===== config.mk =====
export PLATFORM = sky130hd
export DESIGN_NAME = autoneg_gigabit_status_regs
export DESIGN_NICKNAME = d
export VERILOG_FILES = /design/src/verilog/autoneg_regs_pkg.sv /design/src/verilog/status_latch_if.sv /design/src/verilog/latched_status_bank.sv /design/src/verilog/autoneg_gigabit_status_regs.sv
export VERILOG_INCLUDE_DIRS = /design/src /design/src/verilog
export SDC_FILE = /design/constraint.sdc
export NUM_CORES = 1
export LEC_CHECK = 0
export BUFFER_PORTS_ARGS = -buffer_cell sky130_fd_sc_hd__buf_2
export CORE_UTILIZATION = 46
export CTS_CLUSTER_DIAMETER = 30
export DETAILED_ROUTE_END_ITERATION = 12
export PLACE_DENSITY = 0.76
export SYNTH_ARGS = -nofsm -noshare
export SYNTH_HDL_FRONTEND = slang
export SYNTH_SLANG_ARGS = --single-unit
export TNS_END_PERCENT = 1

===== constraint.sdc =====
create_clock -name pclk -period 2.9 [get_ports pclk]
set_input_delay 0.58 -clock pclk [delete_from_list [all_inputs] [get_ports pclk]]
set_output_delay 0.58 -clock pclk [all_outputs]
set_load 0.02 [all_outputs]

===== src/verilog/autoneg_regs_cfg.svh =====
// register indices, field positions and reset values of the autoneg/gigabit register set
`ifndef AUTONEG_REGS_CFG_SVH
`define AUTONEG_REGS_CFG_SVH

`define IDX_PARTNER_BASE 8'h05
`define IDX_EXPANSION 8'h06
`define IDX_NP_TRANSMIT 8'h07
`define IDX_PARTNER_NP 8'h08
`define IDX_GIG_CONTROL 8'h09
`define IDX_GIG_STATUS 8'h0a

`define WORD_W 16
`define NP_MORE 15
`define NP_ACK 14
`define NP_MESSAGE 13
`define NP_COMPLY 12
`define NP_TOGGLE 11

`define EXP_PAR_FAULT 4
`define EXP_PARTNER_NP 3
`define EXP_LOCAL_NP 2
`define EXP_PAGE_RX 1
`define EXP_PARTNER_AN 0

`define GCTL_MODE_HI 15
`define GCTL_MODE_LO 13
`define GCTL_MS_MANUAL 12
`define GCTL_MS_VALUE 11
`define GCTL_PORT_TYPE 10
`define GCTL_GIG_FDX 9
`define GCTL_GIG_HDX 8

`define GSTS_MS_FAULT 15
`define GSTS_ROLE 14
`define GSTS_LOCAL_RX 13
`define GSTS_REMOTE_RX 12
`define GSTS_PARTNER_FDX 11
`define GSTS_PARTNER_HDX 10
`define GSTS_IDLE_HI 7
`define GSTS_IDLE_LO 0

`define BASE_RST 16'h0000
`define BASE_KEEP_MASK 16'hefff
`define PARTNER_NP_RST 16'h0000
`define NP_TX_RST 16'h2001
`define NP_TX_WR_MASK 16'hb7ff
`define GCTL_RST 16'h0700
`define ROLE_RST 1'b1
`define IDLE_MAX 8'hff
`define IDLE_ZERO 8'h00

`endif


===== src/verilog/autoneg_regs_pkg.sv =====
// shared types of the autoneg/gigabit register set
package autoneg_regs_pkg;
  typedef logic [15:0] reg_word_t;
  typedef logic [7:0] idle_count_t;
  typedef enum logic [2:0] {
    TM_NORMAL = 3'h0,
    TM_WAVEFORM = 3'h1,
    TM_JITTER_MASTER = 3'h2,
    TM_JITTER_SLAVE = 3'h3,
    TM_DISTORTION = 3'h4
  } tx_test_mode_t;
endpackage


===== src/verilog/status_latch_if.sv =====
// carrier between the register front end and the latched status bank
`timescale 1ns/1ps
`default_nettype none
interface status_latch_if;
  logic par_fault_live;
  logic page_rx_evt;
  logic ms_fault_live;
  logic idle_err_evt;
  logic clr_expansion;
  logic clr_gig_status;
  logic snap_par_fault;
  logic snap_page_rx;
  logic snap_ms_fault;
  autoneg_regs_pkg::idle_count_t snap_idle_cnt;
  logic par_fault;
  logic page_rx;
  logic ms_fault;
  autoneg_regs_pkg::idle_count_t idle_cnt;
  modport front
  (
    output par_fault_live, page_rx_evt, ms_fault_live, idle_err_evt, clr_expansion, clr_gig_status,
    output snap_par_fault, snap_page_rx, snap_ms_fault, snap_idle_cnt,
    input par_fault, page_rx, ms_fault, idle_cnt
  );
  modport bank
  (
    input par_fault_live, page_rx_evt, ms_fault_live, idle_err_evt, clr_expansion, clr_gig_status,
    input snap_par_fault, snap_page_rx, snap_ms_fault, snap_idle_cnt,
    output par_fault, page_rx, ms_fault, idle_cnt
  );
endinterface
`default_nettype wire


===== src/verilog/latched_status_bank.sv =====
// latched status bits and the idle error counter, cleared by reads
`timescale 1ns/1ps
`default_nettype none
`include "autoneg_regs_cfg.svh"
module latched_status_bank
(
  input wire logic pclk,
  input wire logic presetn,
  status_latch_if.bank sl
);
  logic par_fault_reg;
  logic page_rx_reg;
  logic ms_fault_reg;
  autoneg_regs_pkg::idle_count_t idle_cnt_reg;
  logic par_fault_next;
  logic page_rx_next;
  logic ms_fault_next;
  autoneg_regs_pkg::idle_count_t idle_cnt_next;
  autoneg_regs_pkg::idle_count_t idle_base;

  // only the bits software actually saw are cleared; a new set always wins
  function automatic logic latch_next(input logic cur, input logic set, input logic clr, input logic seen);
    latch_next = set | (cur & ~(clr & seen));
  endfunction

  function automatic autoneg_regs_pkg::idle_count_t sat_inc(input autoneg_regs_pkg::idle_count_t v,
                                                            input logic inc);
    sat_inc = (inc && v != `IDLE_MAX) ? v + 8'h01 : v;
  endfunction

  assign par_fault_next = latch_next(par_fault_reg, sl.par_fault_live, sl.clr_expansion, sl.snap_par_fault);
  assign page_rx_next = latch_next(page_rx_reg, sl.page_rx_evt, sl.clr_expansion, sl.snap_page_rx);
  assign ms_fault_next = latch_next(ms_fault_reg, sl.ms_fault_live, sl.clr_gig_status, sl.snap_ms_fault);
  assign idle_base = sl.clr_gig_status ? idle_cnt_reg - sl.snap_idle_cnt : idle_cnt_reg;
  assign idle_cnt_next = sat_inc(idle_base, sl.idle_err_evt);

  always_ff @(posedge pclk or negedge presetn)
  begin
    if (!presetn)
    begin
      par_fault_reg <= 1'b0;
      page_rx_reg <= 1'b0;
      ms_fault_reg <= 1'b0;
      idle_cnt_reg <= `IDLE_ZERO;
    end
    else
    begin
      par_fault_reg <= par_fault_next;
      page_rx_reg <= page_rx_next;
      ms_fault_reg <= ms_fault_next;
      idle_cnt_reg <= idle_cnt_next;
    end
  end

  assign sl.par_fault = par_fault_reg;
  assign sl.page_rx = page_rx_reg;
  assign sl.ms_fault = ms_fault_reg;
  assign sl.idle_cnt = idle_cnt_reg;
endmodule
`default_nettype wire


===== src/verilog/autoneg_gigabit_status_regs.sv =====
// APB register set for partner ability, next pages and 1000BASE-T control/status
`timescale 1ns/1ps
`default_nettype none
`include "autoneg_regs_cfg.svh"
module autoneg_gigabit_status_regs
#(
  parameter int ADDR_W = 12
)
(
  input wire logic pclk,
  input wire logic presetn,
  input wire logic psel,
  input wire logic penable,
  input wire logic pwrite,
  input wire logic [ADDR_W-1:0] paddr,
  input wire logic [31:0] pwdata,
  output logic [31:0] prdata,
  output logic pready,
  output logic pslverr,
  input wire logic partner_base_valid,
  input wire logic [15:0] partner_base_word,
  input wire logic partner_np_valid,
  input wire logic [15:0] partner_np_word,
  input wire logic partner_an_able,
  input wire logic par_fault_live,
  input wire logic partner_gig_fdx,
  input wire logic partner_gig_hdx,
  input wire logic ms_resolve_valid,
  input wire logic ms_resolve_master,
  input wire logic ms_fault_live,
  input wire logic local_rx_ok,
  input wire logic remote_rx_ok,
  input wire logic idle_err,
  input wire logic codeword_sent,
  input wire logic codeword_sent_toggle,
  output logic [15:0] np_tx_word,
  output logic [2:0] tx_test_mode,
  output logic test_mode_reserved,
  output logic ms_manual_en,
  output logic ms_force_master,
  output logic adv_multi_port,
  output logic adv_gig_fdx,
  output logic adv_gig_hdx
);
  status_latch_if sl();

  autoneg_regs_pkg::reg_word_t base_reg;
  autoneg_regs_pkg::reg_word_t partner_np_reg;
  autoneg_regs_pkg::reg_word_t np_tx_reg;
  autoneg_regs_pkg::reg_word_t gctl_reg;
  logic np_toggle_reg;
  logic role_reg;
  logic [31:0] prdata_reg;
  logic slverr_reg;

  function automatic logic [ADDR_W-1:0] addr_of(input logic [7:0] idx);
    addr_of = ADDR_W'({idx, 2'b00});
  endfunction

  // bus phases
  wire setup_phase = psel & ~penable;
  wire access_phase = psel & penable;
  wire wr_fire = access_phase & pwrite;
  wire rd_fire = access_phase & ~pwrite;

  // address decode
  wire hit_base = paddr == addr_of(`IDX_PARTNER_BASE);
  wire hit_exp = paddr == addr_of(`IDX_EXPANSION);
  wire hit_np_tx = paddr == addr_of(`IDX_NP_TRANSMIT);
  wire hit_partner_np = paddr == addr_of(`IDX_PARTNER_NP);
  wire hit_gctl = paddr == addr_of(`IDX_GIG_CONTROL);
  wire hit_gsts = paddr == addr_of(`IDX_GIG_STATUS);
  wire mapped = hit_base | hit_exp | hit_np_tx | hit_partner_np | hit_gctl | hit_gsts;

  // read words
  autoneg_regs_pkg::reg_word_t exp_word;
  autoneg_regs_pkg::reg_word_t np_tx_view;
  autoneg_regs_pkg::reg_word_t gsts_word;
  autoneg_regs_pkg::reg_word_t rd_word;

  always_comb
  begin
    exp_word = `BASE_RST;
    exp_word[`EXP_PAR_FAULT] = sl.par_fault;
    exp_word[`EXP_PARTNER_NP] = base_reg[`NP_MORE];
    exp_word[`EXP_LOCAL_NP] = 1'b1;
    exp_word[`EXP_PAGE_RX] = sl.page_rx;
    exp_word[`EXP_PARTNER_AN] = partner_an_able;
  end

  always_comb
  begin
    np_tx_view = np_tx_reg;
    np_tx_view[`NP_TOGGLE] = np_toggle_reg;
  end

  always_comb
  begin
    gsts_word = `BASE_RST;
    gsts_word[`GSTS_MS_FAULT] = sl.ms_fault;
    gsts_word[`GSTS_ROLE] = role_reg;
    gsts_word[`GSTS_LOCAL_RX] = local_rx_ok;
    gsts_word[`GSTS_REMOTE_RX] = remote_rx_ok;
    gsts_word[`GSTS_PARTNER_FDX] = partner_gig_fdx;
    gsts_word[`GSTS_PARTNER_HDX] = partner_gig_hdx;
    gsts_word[`GSTS_IDLE_HI:`GSTS_IDLE_LO] = sl.idle_cnt;
  end

  assign rd_word = hit_base ? base_reg :
                   hit_exp ? exp_word :
                   hit_np_tx ? np_tx_view :
                   hit_partner_np ? partner_np_reg :
                   hit_gctl ? gctl_reg :
                   hit_gsts ? gsts_word : `BASE_RST;

  // read data is sampled in the setup cycle, so the access cycle answers at once
  always_ff @(posedge pclk or negedge presetn)
  begin
    if (!presetn)
    begin
      prdata_reg <= 32'h0000_0000;
      slverr_reg <= 1'b0;
    end
    else if (setup_phase)
    begin
      prdata_reg <= {16'h0000, rd_word};
      slverr_reg <= ~mapped;
    end
  end

  assign prdata = prdata_reg;
  assign pready = access_phase;
  assign pslverr = access_phase & slverr_reg;

  // latched status: clears act only on the bits returned by this read
  assign sl.par_fault_live = par_fault_live;
  assign sl.page_rx_evt = partner_base_valid | partner_np_valid;
  assign sl.ms_fault_live = ms_fault_live;
  assign sl.idle_err_evt = idle_err;
  assign sl.clr_expansion = rd_fire & hit_exp;
  assign sl.clr_gig_status = rd_fire & hit_gsts;
  assign sl.snap_par_fault = prdata_reg[`EXP_PAR_FAULT];
  assign sl.snap_page_rx = prdata_reg[`EXP_PAGE_RX];
  assign sl.snap_ms_fault = prdata_reg[`GSTS_MS_FAULT];
  assign sl.snap_idle_cnt = prdata_reg[`GSTS_IDLE_HI:`GSTS_IDLE_LO];

  latched_status_bank u_latched
  (
    .pclk(pclk),
    .presetn(presetn),
    .sl(sl)
  );

  // partner pages
  always_ff @(posedge pclk or negedge presetn)
  begin
    if (!presetn)
    begin
      base_reg <= `BASE_RST;
      partner_np_reg <= `PARTNER_NP_RST;
    end
    else
    begin
      if (partner_base_valid)
        base_reg <= partner_base_word & `BASE_KEEP_MASK;
      if (partner_np_valid)
        partner_np_reg <= partner_np_word;
    end
  end

  // next page transmit word, only the writable fields take bus data
  wire [15:0] np_tx_merge = (pwdata[15:0] & `NP_TX_WR_MASK) | (np_tx_reg & ~`NP_TX_WR_MASK);

  always_ff @(posedge pclk or negedge presetn)
  begin
    if (!presetn)
      np_tx_reg <= `NP_TX_RST;
    else if (wr_fire && hit_np_tx)
      np_tx_reg <= np_tx_merge;
  end

  always_ff @(posedge pclk or negedge presetn)
  begin
    if (!presetn)
      np_toggle_reg <= 1'b0;
    else if (codeword_sent)
      np_toggle_reg <= ~codeword_sent_toggle;
  end

  assign np_tx_word = np_tx_view;

  // gigabit control
  always_ff @(posedge pclk or negedge presetn)
  begin
    if (!presetn)
      gctl_reg <= `GCTL_RST;
    else if (wr_fire && hit_gctl)
      gctl_reg <= pwdata[15:0];
  end

  wire [2:0] mode_field = gctl_reg[`GCTL_MODE_HI:`GCTL_MODE_LO];
  assign tx_test_mode = mode_field;
  assign test_mode_reserved = mode_field > 3'(autoneg_regs_pkg::TM_DISTORTION);
  assign ms_manual_en = gctl_reg[`GCTL_MS_MANUAL];
  assign ms_force_master = gctl_reg[`GCTL_MS_MANUAL] & gctl_reg[`GCTL_MS_VALUE];
  assign adv_multi_port = gctl_reg[`GCTL_PORT_TYPE];
  assign adv_gig_fdx = gctl_reg[`GCTL_GIG_FDX];
  assign adv_gig_hdx = gctl_reg[`GCTL_GIG_HDX];

  // role is taken at every resolution pulse; timing swaps have no input here
  always_ff @(posedge pclk or negedge presetn)
  begin
    if (!presetn)
      role_reg <= `ROLE_RST;
    else if (ms_resolve_valid)
      role_reg <= ms_resolve_master;
  end
endmodule
`default_nettype wire


==> flow_metrics.py, run 1 <==
metrics = {
    "global_route": {
        "grt_pass1_wl_um": 21100,
        "grt.total_usage_pct": 24.7,
        "grt_pass1_vias": 4146,
        "antenna_found_initial": 0,
        "grt-ovfl-total": 0,
        "grt_max_degree": 51,
    },
    "placed_design": {
        "portBuffers": 119,
        "dp_cells": 720,
        "gp_congestion": 0.913,
        "place_ws_ns": -0.0229,
        "hpwl_um": 10200,
        "place_area_um2": 5710,
    },
    "cts": {
        "clock-root-buffer": "clkbuf_8",
        "cts_buffer_depth": 2,
        "numClockSinks": 91,
        "ctsHoldBuffers": 0,
        "cts_buffers": 9,
        "cts_tree": "done",
        "clk_latency_ns": 0.36,
        "htreeDepth": 3,
        "clkTransAtPathRegs_ns": 0.10,
    },
    "floorplan": {
        "ioPinCount": 154,
        "coreArea_um2": 10300,
        "dieArea_um2": 11000,
        "rows": 37,
        "die_w_um": 105,
        "start_util_pct": 47.3,
        "chipHeight_um": 105,
    },
    "sta": {
        "rsz0062_at_grt": "true",
        "fin_crit_ns": 2.83,
        "fmax_mhz": 353,
        "finalMaxSlewViolations": 0,
        "min_period_over_period_pct": 97.6,
        "relSlewSlack_pct": 56.6,
        "setup_ws_ns": 0.0702,
        "hold_violations": 0,
        "fin_skew_ns": 0.00731,
        "fin_tns_setup_ns": 0,
        "tightest_slew_ns": 0.651,
        "holdWs_ns": 0.185,
        "setup_violations": 0,
    },
    "yosys": {
        "syn_inst": 461,
        "ys_types": 56,
        "yosysWarningCount": 0,
        "ys.flop_type": "dfrtp_1",
        "synth_area_um2": 4880,
        "async_flop_share_pct": 100,
        "avgSynthCellArea_um2": 10.6,
        "ys_seq_area_share_pct": 46.8,
        "ys_ff_latch": 91,
        "synth-edff-count": 0,
    },
    "critical_path": {
        "crit_type": "reg2reg",
        "critPathLaunch": "u_latched.sl.idle_cnt[1]",
        "crit_fanout": 5,
        "cp.required_ns": 3.15,
        "cp-end-kind": "flip-flop",
        "worstPathArrival_ns": 3.08,
        "r2r-start": "u_latched.sl.idle_cnt[1]",
        "start_kind": "flip-flop",
    },
    "cells_and_area": {
        "instances_no_fill": 738,
        "design_area_um2": 5940,
        "area_growth_pct": 21.6,
        "fillers": 878,
        "nets": 702,
        "fin_util_pct": 57.5,
        "layout-drive-gt1-share_pct": 42.4,
        "antenna_cells": 0,
    },
    "hold_path": {
        "hp-class": "in2async",
    },
    "drt": {
        "vias_per_cell": 5.63,
        "wl_um": 13200,
        "postRouteAntennaNets": 0,
        "drc": 0,
        "initialDrtViolationCount": 316,
        "routedWlPerCell_um": 17.9,
        "firstDrtPassIters": 7,
        "vias": 4152,
    },
    "power": {
        "power.density_nw_per_um2": 548,
        "total_power_mw": 3.26,
        "max-vdd-ir-drop_v": 0.000270,
        "leakagePower_nw": 2.81,
    },
    "run_status": {
        "outcome": "completed",
    },
    "run": {
        "maxCapViolCount": 0,
    },
}
-- kinds of logic after synthesis --
kind of cell | Yosys count | synth area share (%)
muxes | 73 | 16.6
AOI/OAI and AO/OA | 107 | 14.3
adders and majority gates | 10 | 2.72
buffers and inverters | 57 | 6.33
xor gates and xnor gates | 6 | 1.08
DFF | 91 | 46.8
and+or+nand+nor | 116 | 12.1
other | 1 | 0.0768
-- final timing paths --
kind	endpoint	slack, ns	depth (start not counted)
hold reg to reg	prdata[11]	0.48	2
max in group asynchronous	np_tx_reg[0]	1.99	2
setup reg to reg	u_latched.sl.idle_cnt[1]	0.07	9
min in group pclk	np_toggle_reg	0.37	2
setup / recovery	u_latched.sl.idle_cnt[1]	0.07	9
hold / removal	base_reg[11]	0.18	1
-- layout by cell type (no fill, tap or decap), drive strengths merged, types with 3 or more instances in the layout --
cell type  instances
or4                3
clkbuf             9
a21oi             32
inv               15
conb              17
nor2b              4
nor2              31
nand2b             4
o21ai             23
nand2             38
a21o               6
mux2i              8
xnor2              4
nor3               9
a22oi              7
nand3              7
buf              154
dfstp              6
o31ai              5
dfrtp             85
a211oi             4
a221oi            10
and2               5
a31oi              4
ha                 9
nor4b              3
mux2              65
nand4              3
-- synthesized netlist by cell type (2+ instances only) --
master	count	area [um^2]
dfrtp_1	85	2130
mux2_2	64	721
nand2_1	38	143
a21oi_1	32	160
nor2_1	31	116
buf_4	24	180
o21ai_0	22	110
clkbuf_1	16	60.1
inv_1	12	45.0
a221oi_1	10	87.6
ha_1	9	113
nor3_1	9	45.0
mux2i_1	8	80.1
a22oi_1	7	52.6
a21o_1	6	45.0
dfstp_2	6	158
nand3_1	6	30.0
and2_1	5	31.3
a211oi_1	4	30.0
a31oi_1	4	25.0
buf_2	4	20.0
nand2b_1	4	25.0
nor2b_1	4	25.0
o31ai_1	4	30.0
xnor2_1	4	35.0
nand4_1	3	18.8
or4_1	3	22.5
a222oi_1	2	20.0
and3_1	2	12.5
and4_1	2	17.5
nor4b_1	2	17.5
o21a_1	2	15.0
o21bai_1	2	15.0
o31a_1	2	17.5
xor2_1	2	17.5
-- power breakdown --
group | internal (mW) | total, mW | switching [mW]
Combinational | 0.437 | 0.952 | 0.515
Clock | 0.327 | 0.825 | 0.498
Sequential | 1.37 | 1.48 | 0.110
Total | 2.13 | 3.26 | 1.12
-- timing repair --
| item | 4_1_cts | 5_1_grt |
|---|---|---|
| endpoints found under the setup margin | 1 | 3 |
| setup buffers | 0 | 2 |
| cloned | 0 | 0 |
| pin swaps | 0 | 2 |
| resized for setup | 1 | 8 |
| endpoints found under the hold margin | 0 | 0 |
-- per-layer routing --
| metal | vias to the layer above | GRT usage, % | wire [um] |
|---|---|---|---|
| li1 | 1900 | - | - |
| met1 | 2033 | 31.8 | 5420 |
| met2 | 193 | 42.1 | 6490 |
| met3 | 26 | 3.49 | 990 |
| met4 | 0 | 9.66 | 278 |
| met5 | - | 0 | 0 |
-- critical path: stages, from the launching register on --
cell     delay [ns]
dfrtp_2        0.45
ha_1           0.29
nor2b_1        0.14
o31a_1         0.30
o41a_1         0.39
a21oi_2        0.20
mux2i_2        0.28
nand2_2        0.13
a21o_1         0.23
mux2_1         0.31
-- area by class of cell --
type / instances / area, um^2 / share of cell area [%]
flip-flops and latches: 91 / 2290 / 38.5
clock buffers: 9 / 124 / 2.09
multi-input cells: 329 / 2380 / 40.1
clock inverters: 7 / 60.1 / 1.01
well taps: 136 / 170 / 2.87
repair buffers: 154 / 873 / 14.7
inverters: 12 / 45.0 / 0.759
No activity file was read; power rests on OpenSTA's default activity.
==> run 2, diff against run 1 <==
Settings changed: ABC_CLOCK_PERIOD_IN_PS set to 2900, CORE_UTILIZATION 46 to 24, PLACE_DENSITY 0.76 to 0.47.
==> flow_metrics.py, run 2 (synthesis results as in run 1) <==
metrics = {
    "floorplan": {
        "chipHeight_um": 145,
        "coreArea_um2": 19700,
        "ioPinCount": 154,
        "dieArea_um2": 20900,
        "rows": 51,
        "start_util_pct": 24.8,
        "die_w_um": 145,
    },
    "critical_path": {
        "rrSetupSlack_ns": 0.13,
        "cpLargestDelayFamily": "compound AO/OA/AOI/OAI gates",
        "critPathMaxStageDelay_ns": 0.45,
        "cp.required_ns": 3.13,
        "worstPathArrival_ns": 3.01,
        "r2r-start": "u_latched.sl.idle_cnt[1]",
        "r2r_cells": 9,
        "worstPathCellList": "ha_1 -> nor2b_1 -> o31a_1 -> o41a_1 -> a21oi_2 -> mux2i_1 -> nand2_2 -> a21o_1 -> mux2_1",
        "cp_slowest_cell": "dfrtp_2",
        "critical_path_buf_inv_count": 0,
        "crit_type": "reg2reg",
        "r2r-end": "u_latched.sl.idle_cnt[1]",
        "start_kind": "flip-flop",
        "cp-end-kind": "flip-flop",
        "crit_fanout": 5,
    },
    "sta": {
        "holdWs_ns": 0.212,
        "fin_skew_ns": 0.00905,
        "fin_tns_setup_ns": 0,
        "fmax_mhz": 361,
        "min_period_over_period_pct": 95.6,
        "tightest_slew_ns": 0.831,
        "setup_violations": 0,
        "hold_violations": 0,
        "relSlewSlack_pct": 44.6,
        "finalMaxSlewViolations": 0,
        "fin_crit_ns": 2.77,
    },
    "cells_and_area": {
        "layout-drive-gt1-share_pct": 42.9,
        "final_cell_mix": "118 x buf_2, 84 x dfrtp_1, 64 x mux2_2",
        "fillers": 2045,
        "final_common_cell": "buf_2",
        "nets": 706,
        "instances_no_fill": 871,
        "area_growth_pct": 28.2,
        "antenna_cells": 0,
    },
    "cts": {
        "cts_buffer_depth": 2,
        "cts_tree": "done",
        "ctsHoldBuffers": 0,
        "numClockSinks": 91,
        "clk_latency_ns": 0.35,
        "clock-root-buffer": "clkbuf_16",
        "cts_buffers": 9,
        "htreeDepth": 3,
        "clkTransAtPathRegs_ns": 0.07,
    },
    "global_route": {
        "use_met1_pct": 20.4,
        "grt_use_met2_pct": 24.6,
        "grt_util_met3_pct": 3.15,
        "grt_pass1_wl_um": 23400,
        "gr-max-usage-layer": "met2",
        "grt-ovfl-total": 0,
        "grt.total_usage_pct": 15.4,
        "grt_pass1_vias": 4030,
        "antenna_found_initial": 0,
        "grt_max_degree": 41,
    },
    "drt": {
        "wl_um": 15200,
        "postRouteAntennaNets": 0,
        "vias_per_cell": 4.57,
        "routedWlPerCell_um": 17.4,
        "firstDrtPassIters": 5,
        "vias": 3984,
        "initialDrtViolationCount": 147,
        "drc": 0,
    },
    "placed_design": {
        "hpwl_um": 12100,
        "portBuffers": 119,
        "dp_cells": 854,
        "gp_congestion": 0.851,
    },
    "hold_path": {
        "hp-class": "in2async",
    },
    "power": {
        "power.density_nw_per_um2": 572,
        "leakagePower_nw": 2.88,
        "max-vdd-ir-drop_v": 0.000294,
    },
    "run": {
        "maxCapViolCount": 0,
    },
    "run_status": {
        "outcome": "completed",
    },
}
## run 2: changes by cell type in the layout (fill, tap and decap cells not counted), sizes merged
cell,previous run,this run
inv,15,12
clkinv,2,3
clkinvlp,2,3
buf,154,158
clkbuf,9,10
## run 2: per-layer routing
metal	up-vias	part of all wire (%)	wire length [um]
met5	-	0	0
met4	0	1.8	267
met3	17	4.4	665
met2	112	48	7200
met1	1945	46	7020
li1	1910	-	-
## run 2: repair_timing
item,in CTS,in global routing
endpoints found under the setup margin,1,4
gates resized for setup,1,9
cloned,0,0
buffers inserted,0,1
hold endpoints to repair,0,0
pin swaps,0,2
## run 2: worst max path at each step
stage                                   from                        to  slack (ns)  cells after the start
floorplan                           paddr[2]  u_latched.sl.idle_cnt[1]        0.06                     10
global placement    u_latched.sl.idle_cnt[0]  u_latched.sl.idle_cnt[1]        0.06                     12
detailed placement  u_latched.sl.idle_cnt[0]  u_latched.sl.idle_cnt[1]        0.02                     12
CTS                 u_latched.sl.idle_cnt[0]  u_latched.sl.idle_cnt[1]        0.03                     12
global route        u_latched.sl.idle_cnt[0]  u_latched.sl.idle_cnt[1]       -0.02                     12
finish              u_latched.sl.idle_cnt[1]  u_latched.sl.idle_cnt[1]        0.13                      9
## run 2: layout make-up
cell class	count	area [um^2]	share of cell area (%)
flip-flops and latches	91	2290	36.5
well taps	265	332	5.29
inverters	12	45.0	0.719
clock buffers	10	239	3.82
clock inverters	6	41.3	0.659
repair buffers	158	928	14.8
multi-input cells	329	2390	38.2
## run 2: worst reg2reg max path, stage by stage (launching register included)
cell	delay [ns]
dfrtp_2	0.45
ha_1	0.29
nor2b_1	0.14
o31a_1	0.30
o41a_1	0.38
a21oi_2	0.17
mux2i_1	0.29
nand2_2	0.13
a21o_1	0.20
mux2_1	0.31
## run 2: report_power, final
group,internal [mW],switching (mW)
sequential,1.37,0.108
combinational,0.457,0.523
clock,0.603,0.519
total,2.43,1.15
## run 2: per-stage QoR
| stage | utilization, % | power (mW) | setup WS, ns | instance area (um^2) |
|---|---|---|---|---|
| finish | 31.8 | 3.58 | 0.127 | 6260 |
| global route | 31.8 | 3.80 | -0.0152 | 6260 |
| floorplan | - | 2.08 | 0.0625 | 4940 |
| global placement | 30.1 | 2.38 | 0.0620 | 5940 |
| detailed placement | 30.1 | 2.41 | 0.0171 | 5940 |
| CTS | 31.6 | 3.56 | 0.0348 | 6220 |
==> run 3, diff against run 2 <==
Settings changed: CAP_MARGIN set to 5, SETUP_SLACK_MARGIN set to 0.3.
==> flow_metrics.py, run 3 (synthesis results as in run 1) <==
metrics = {
    "critical_path": {
        "worstPathArrival_ns": 3.02,
        "cpLargestDelayFamily": "compound AO/OA/AOI/OAI gates",
        "r2r_cells": 10,
        "worstPathCellList": "ha_4 -> nor2b_4 -> o31a_1 -> o41a_1 -> buf_4 -> mux2i_1 -> nand4_1 -> nand2_1 -> a21o_1 -> mux2_4",
        "cp_slowest_cell": "o41a_1",
        "r2r-end": "u_latched.sl.idle_cnt[1]",
        "cp-endpoint": "u_latched.sl.idle_cnt[1]",
        "crit_type": "reg2reg",
        "rrSetupSlack_ns": 0.13,
        "cp.depth": 10,
        "cp.required_ns": 3.14,
        "critPathMaxStageDelay_ns": 0.47,
        "critical_path_buf_inv_count": 1,
        "start_kind": "flip-flop",
        "crit_fanout": 5,
        "cp-end-kind": "flip-flop",
        "r2r-start": "u_latched.sl.idle_cnt[1]",
        "critPathLaunch": "u_latched.sl.idle_cnt[1]",
    },
    "global_route": {
        "grt_pass1_wl_um": 23300,
        "grt.total_usage_pct": 15.2,
        "grt-ovfl-total": 0,
        "antenna_found_initial": 0,
        "grt_pass1_vias": 4052,
        "grt_max_degree": 53,
    },
    "sta": {
        "tightest_slew_ns": 0.697,
        "setup_violations": 0,
        "fmax_mhz": 360,
        "hold_violations": 0,
        "min_period_over_period_pct": 95.7,
        "rsz0062_at_grt": "true",
        "fin_crit_ns": 2.77,
        "finalMaxSlewViolations": 0,
        "relSlewSlack_pct": 53.5,
        "fin_skew_ns": 0.0101,
    },
    "power": {
        "clkPwrFrac_pct": 30.1,
        "total_power_mw": 3.81,
        "p_switching_mw": 1.26,
        "power.density_nw_per_um2": 594,
        "pwr-share-seq_pct": 39.0,
        "internal_power_mw": 2.55,
        "pwr-share-comb_pct": 30.9,
        "leakagePower_nw": 2.95,
        "max-vdd-ir-drop_v": 0.000254,
        "switching_share_pct": 33.1,
    },
    "run": {
        "maxCapViolCount": 0,
    },
    "cts": {
        "htreeDepth": 3,
        "numClockSinks": 91,
        "clk_latency_ns": 0.36,
        "cts_buffer_depth": 2,
        "clkTransAtPathRegs_ns": 0.07,
        "cts_tree": "done",
        "clock-root-buffer": "clkbuf_16",
        "cts_buffers": 9,
        "ctsHoldBuffers": 0,
    },
    "cells_and_area": {
        "layout-drive-gt1-share_pct": 46.1,
        "final_cell_mix": "118 x buf_2, 83 x dfrtp_1, 64 x mux2_2",
        "nets": 716,
        "area_growth_pct": 31.4,
        "design_area_um2": 6410,
        "antenna_cells": 0,
        "fin_util_pct": 32.5,
        "fillers": 2050,
        "final_common_cell": "buf_2",
    },
    "floorplan": {
        "coreArea_um2": 19700,
        "chipHeight_um": 145,
        "rows": 51,
        "start_util_pct": 24.8,
        "dieArea_um2": 20900,
        "die_w_um": 145,
        "ioPinCount": 154,
    },
    "drt": {
        "wl_um": 15300,
        "drc": 0,
        "vias_per_cell": 4.66,
        "vias": 4102,
        "initialDrtViolationCount": 153,
        "postRouteAntennaNets": 0,
        "routedWlPerCell_um": 17.4,
        "firstDrtPassIters": 5,
    },
    "placed_design": {
        "hpwl_um": 12000,
        "portBuffers": 119,
        "place_area_um2": 5930,
        "gp_congestion": 0.834,
    },
    "hold_path": {
        "hp-class": "in2async",
    },
    "run_status": {
        "outcome": "completed",
    },
}
[run 3: cell count changes in the layout (fill, tap and decap cells not counted), moves of 2 or more]
cell and delta:
inv_2 +2, ha_1 -6, buf_4 +12, inv_6 +5, clkinvlp_4 -3, ha_2 +2, inv_1 -2, buf_12 -2
ha_4 +4
[run 3: layout make-up]
cell class	instances	area, um^2	area share (%)
multi-input combinational	329	2490	38.8
sequential	91	2290	35.7
timing repair buffer	168	978	15.3
tap	265	332	5.17
clock buffer	9	225	3.51
clock inverter	7	57.6	0.897
inverter	12	45.0	0.702
[run 3: power groups by stage]
stage | Combinational [mW] | Sequential, mW | Clock, mW
floorplan | 0.642 | 1.45 | 0
global placement | 0.893 | 1.50 | 0
detailed placement | 0.915 | 1.51 | 0
CTS | 1.04 | 1.48 | 1.18
global route | 1.29 | 1.50 | 1.24
finish | 1.18 | 1.49 | 1.15
[run 3: worst min-delay path by stage]
stage / depth (start not counted) / from / to
global placement: 2 / prdata[12] / prdata[12]
floorplan: 0 / presetn / base_reg[0]
global route: 1 / presetn / np_toggle_reg
detailed placement: 2 / prdata[12] / prdata[12]
finish: 1 / presetn / np_tx_reg[9]
CTS: 1 / presetn / np_tx_reg[10]
[run 3: layer usage]
metal  wire, um  part of all wire [%]  global-route usage [%]
met1       7160                    47                    20.7
met2       7010                    46                    23.3
met3        779                   5.1                    2.45
met4        392                   2.6                    7.26
met5          0                     0                       0
[run 3: metrics by stage]
stage | worst slack, ns | setup TNS, ns | hold slack (ns) | cells
2_1_floorplan | 0.153 | 0 | 0.284 | 477
3_3_place_gp | 0.0542 | 0 | 0.461 | 855
3_5_place_dp | -0.0103 | -0.0103 | 0.467 | 855
4_1_cts | 0.140 | 0 | 0.297 | 875
5_1_grt | 0.0215 | 0 | 0.332 | 881
6_report | 0.125 | 0 | 0.274 | 881
[run 3: what timing repair did]
action                                  CTS  global route
endpoints found under the setup margin    6             8
buffers inserted                          4             6
gates cloned                              0             0
pin swaps                                 9             7
endpoints found under the hold margin     0             0
resized for setup                        15            11
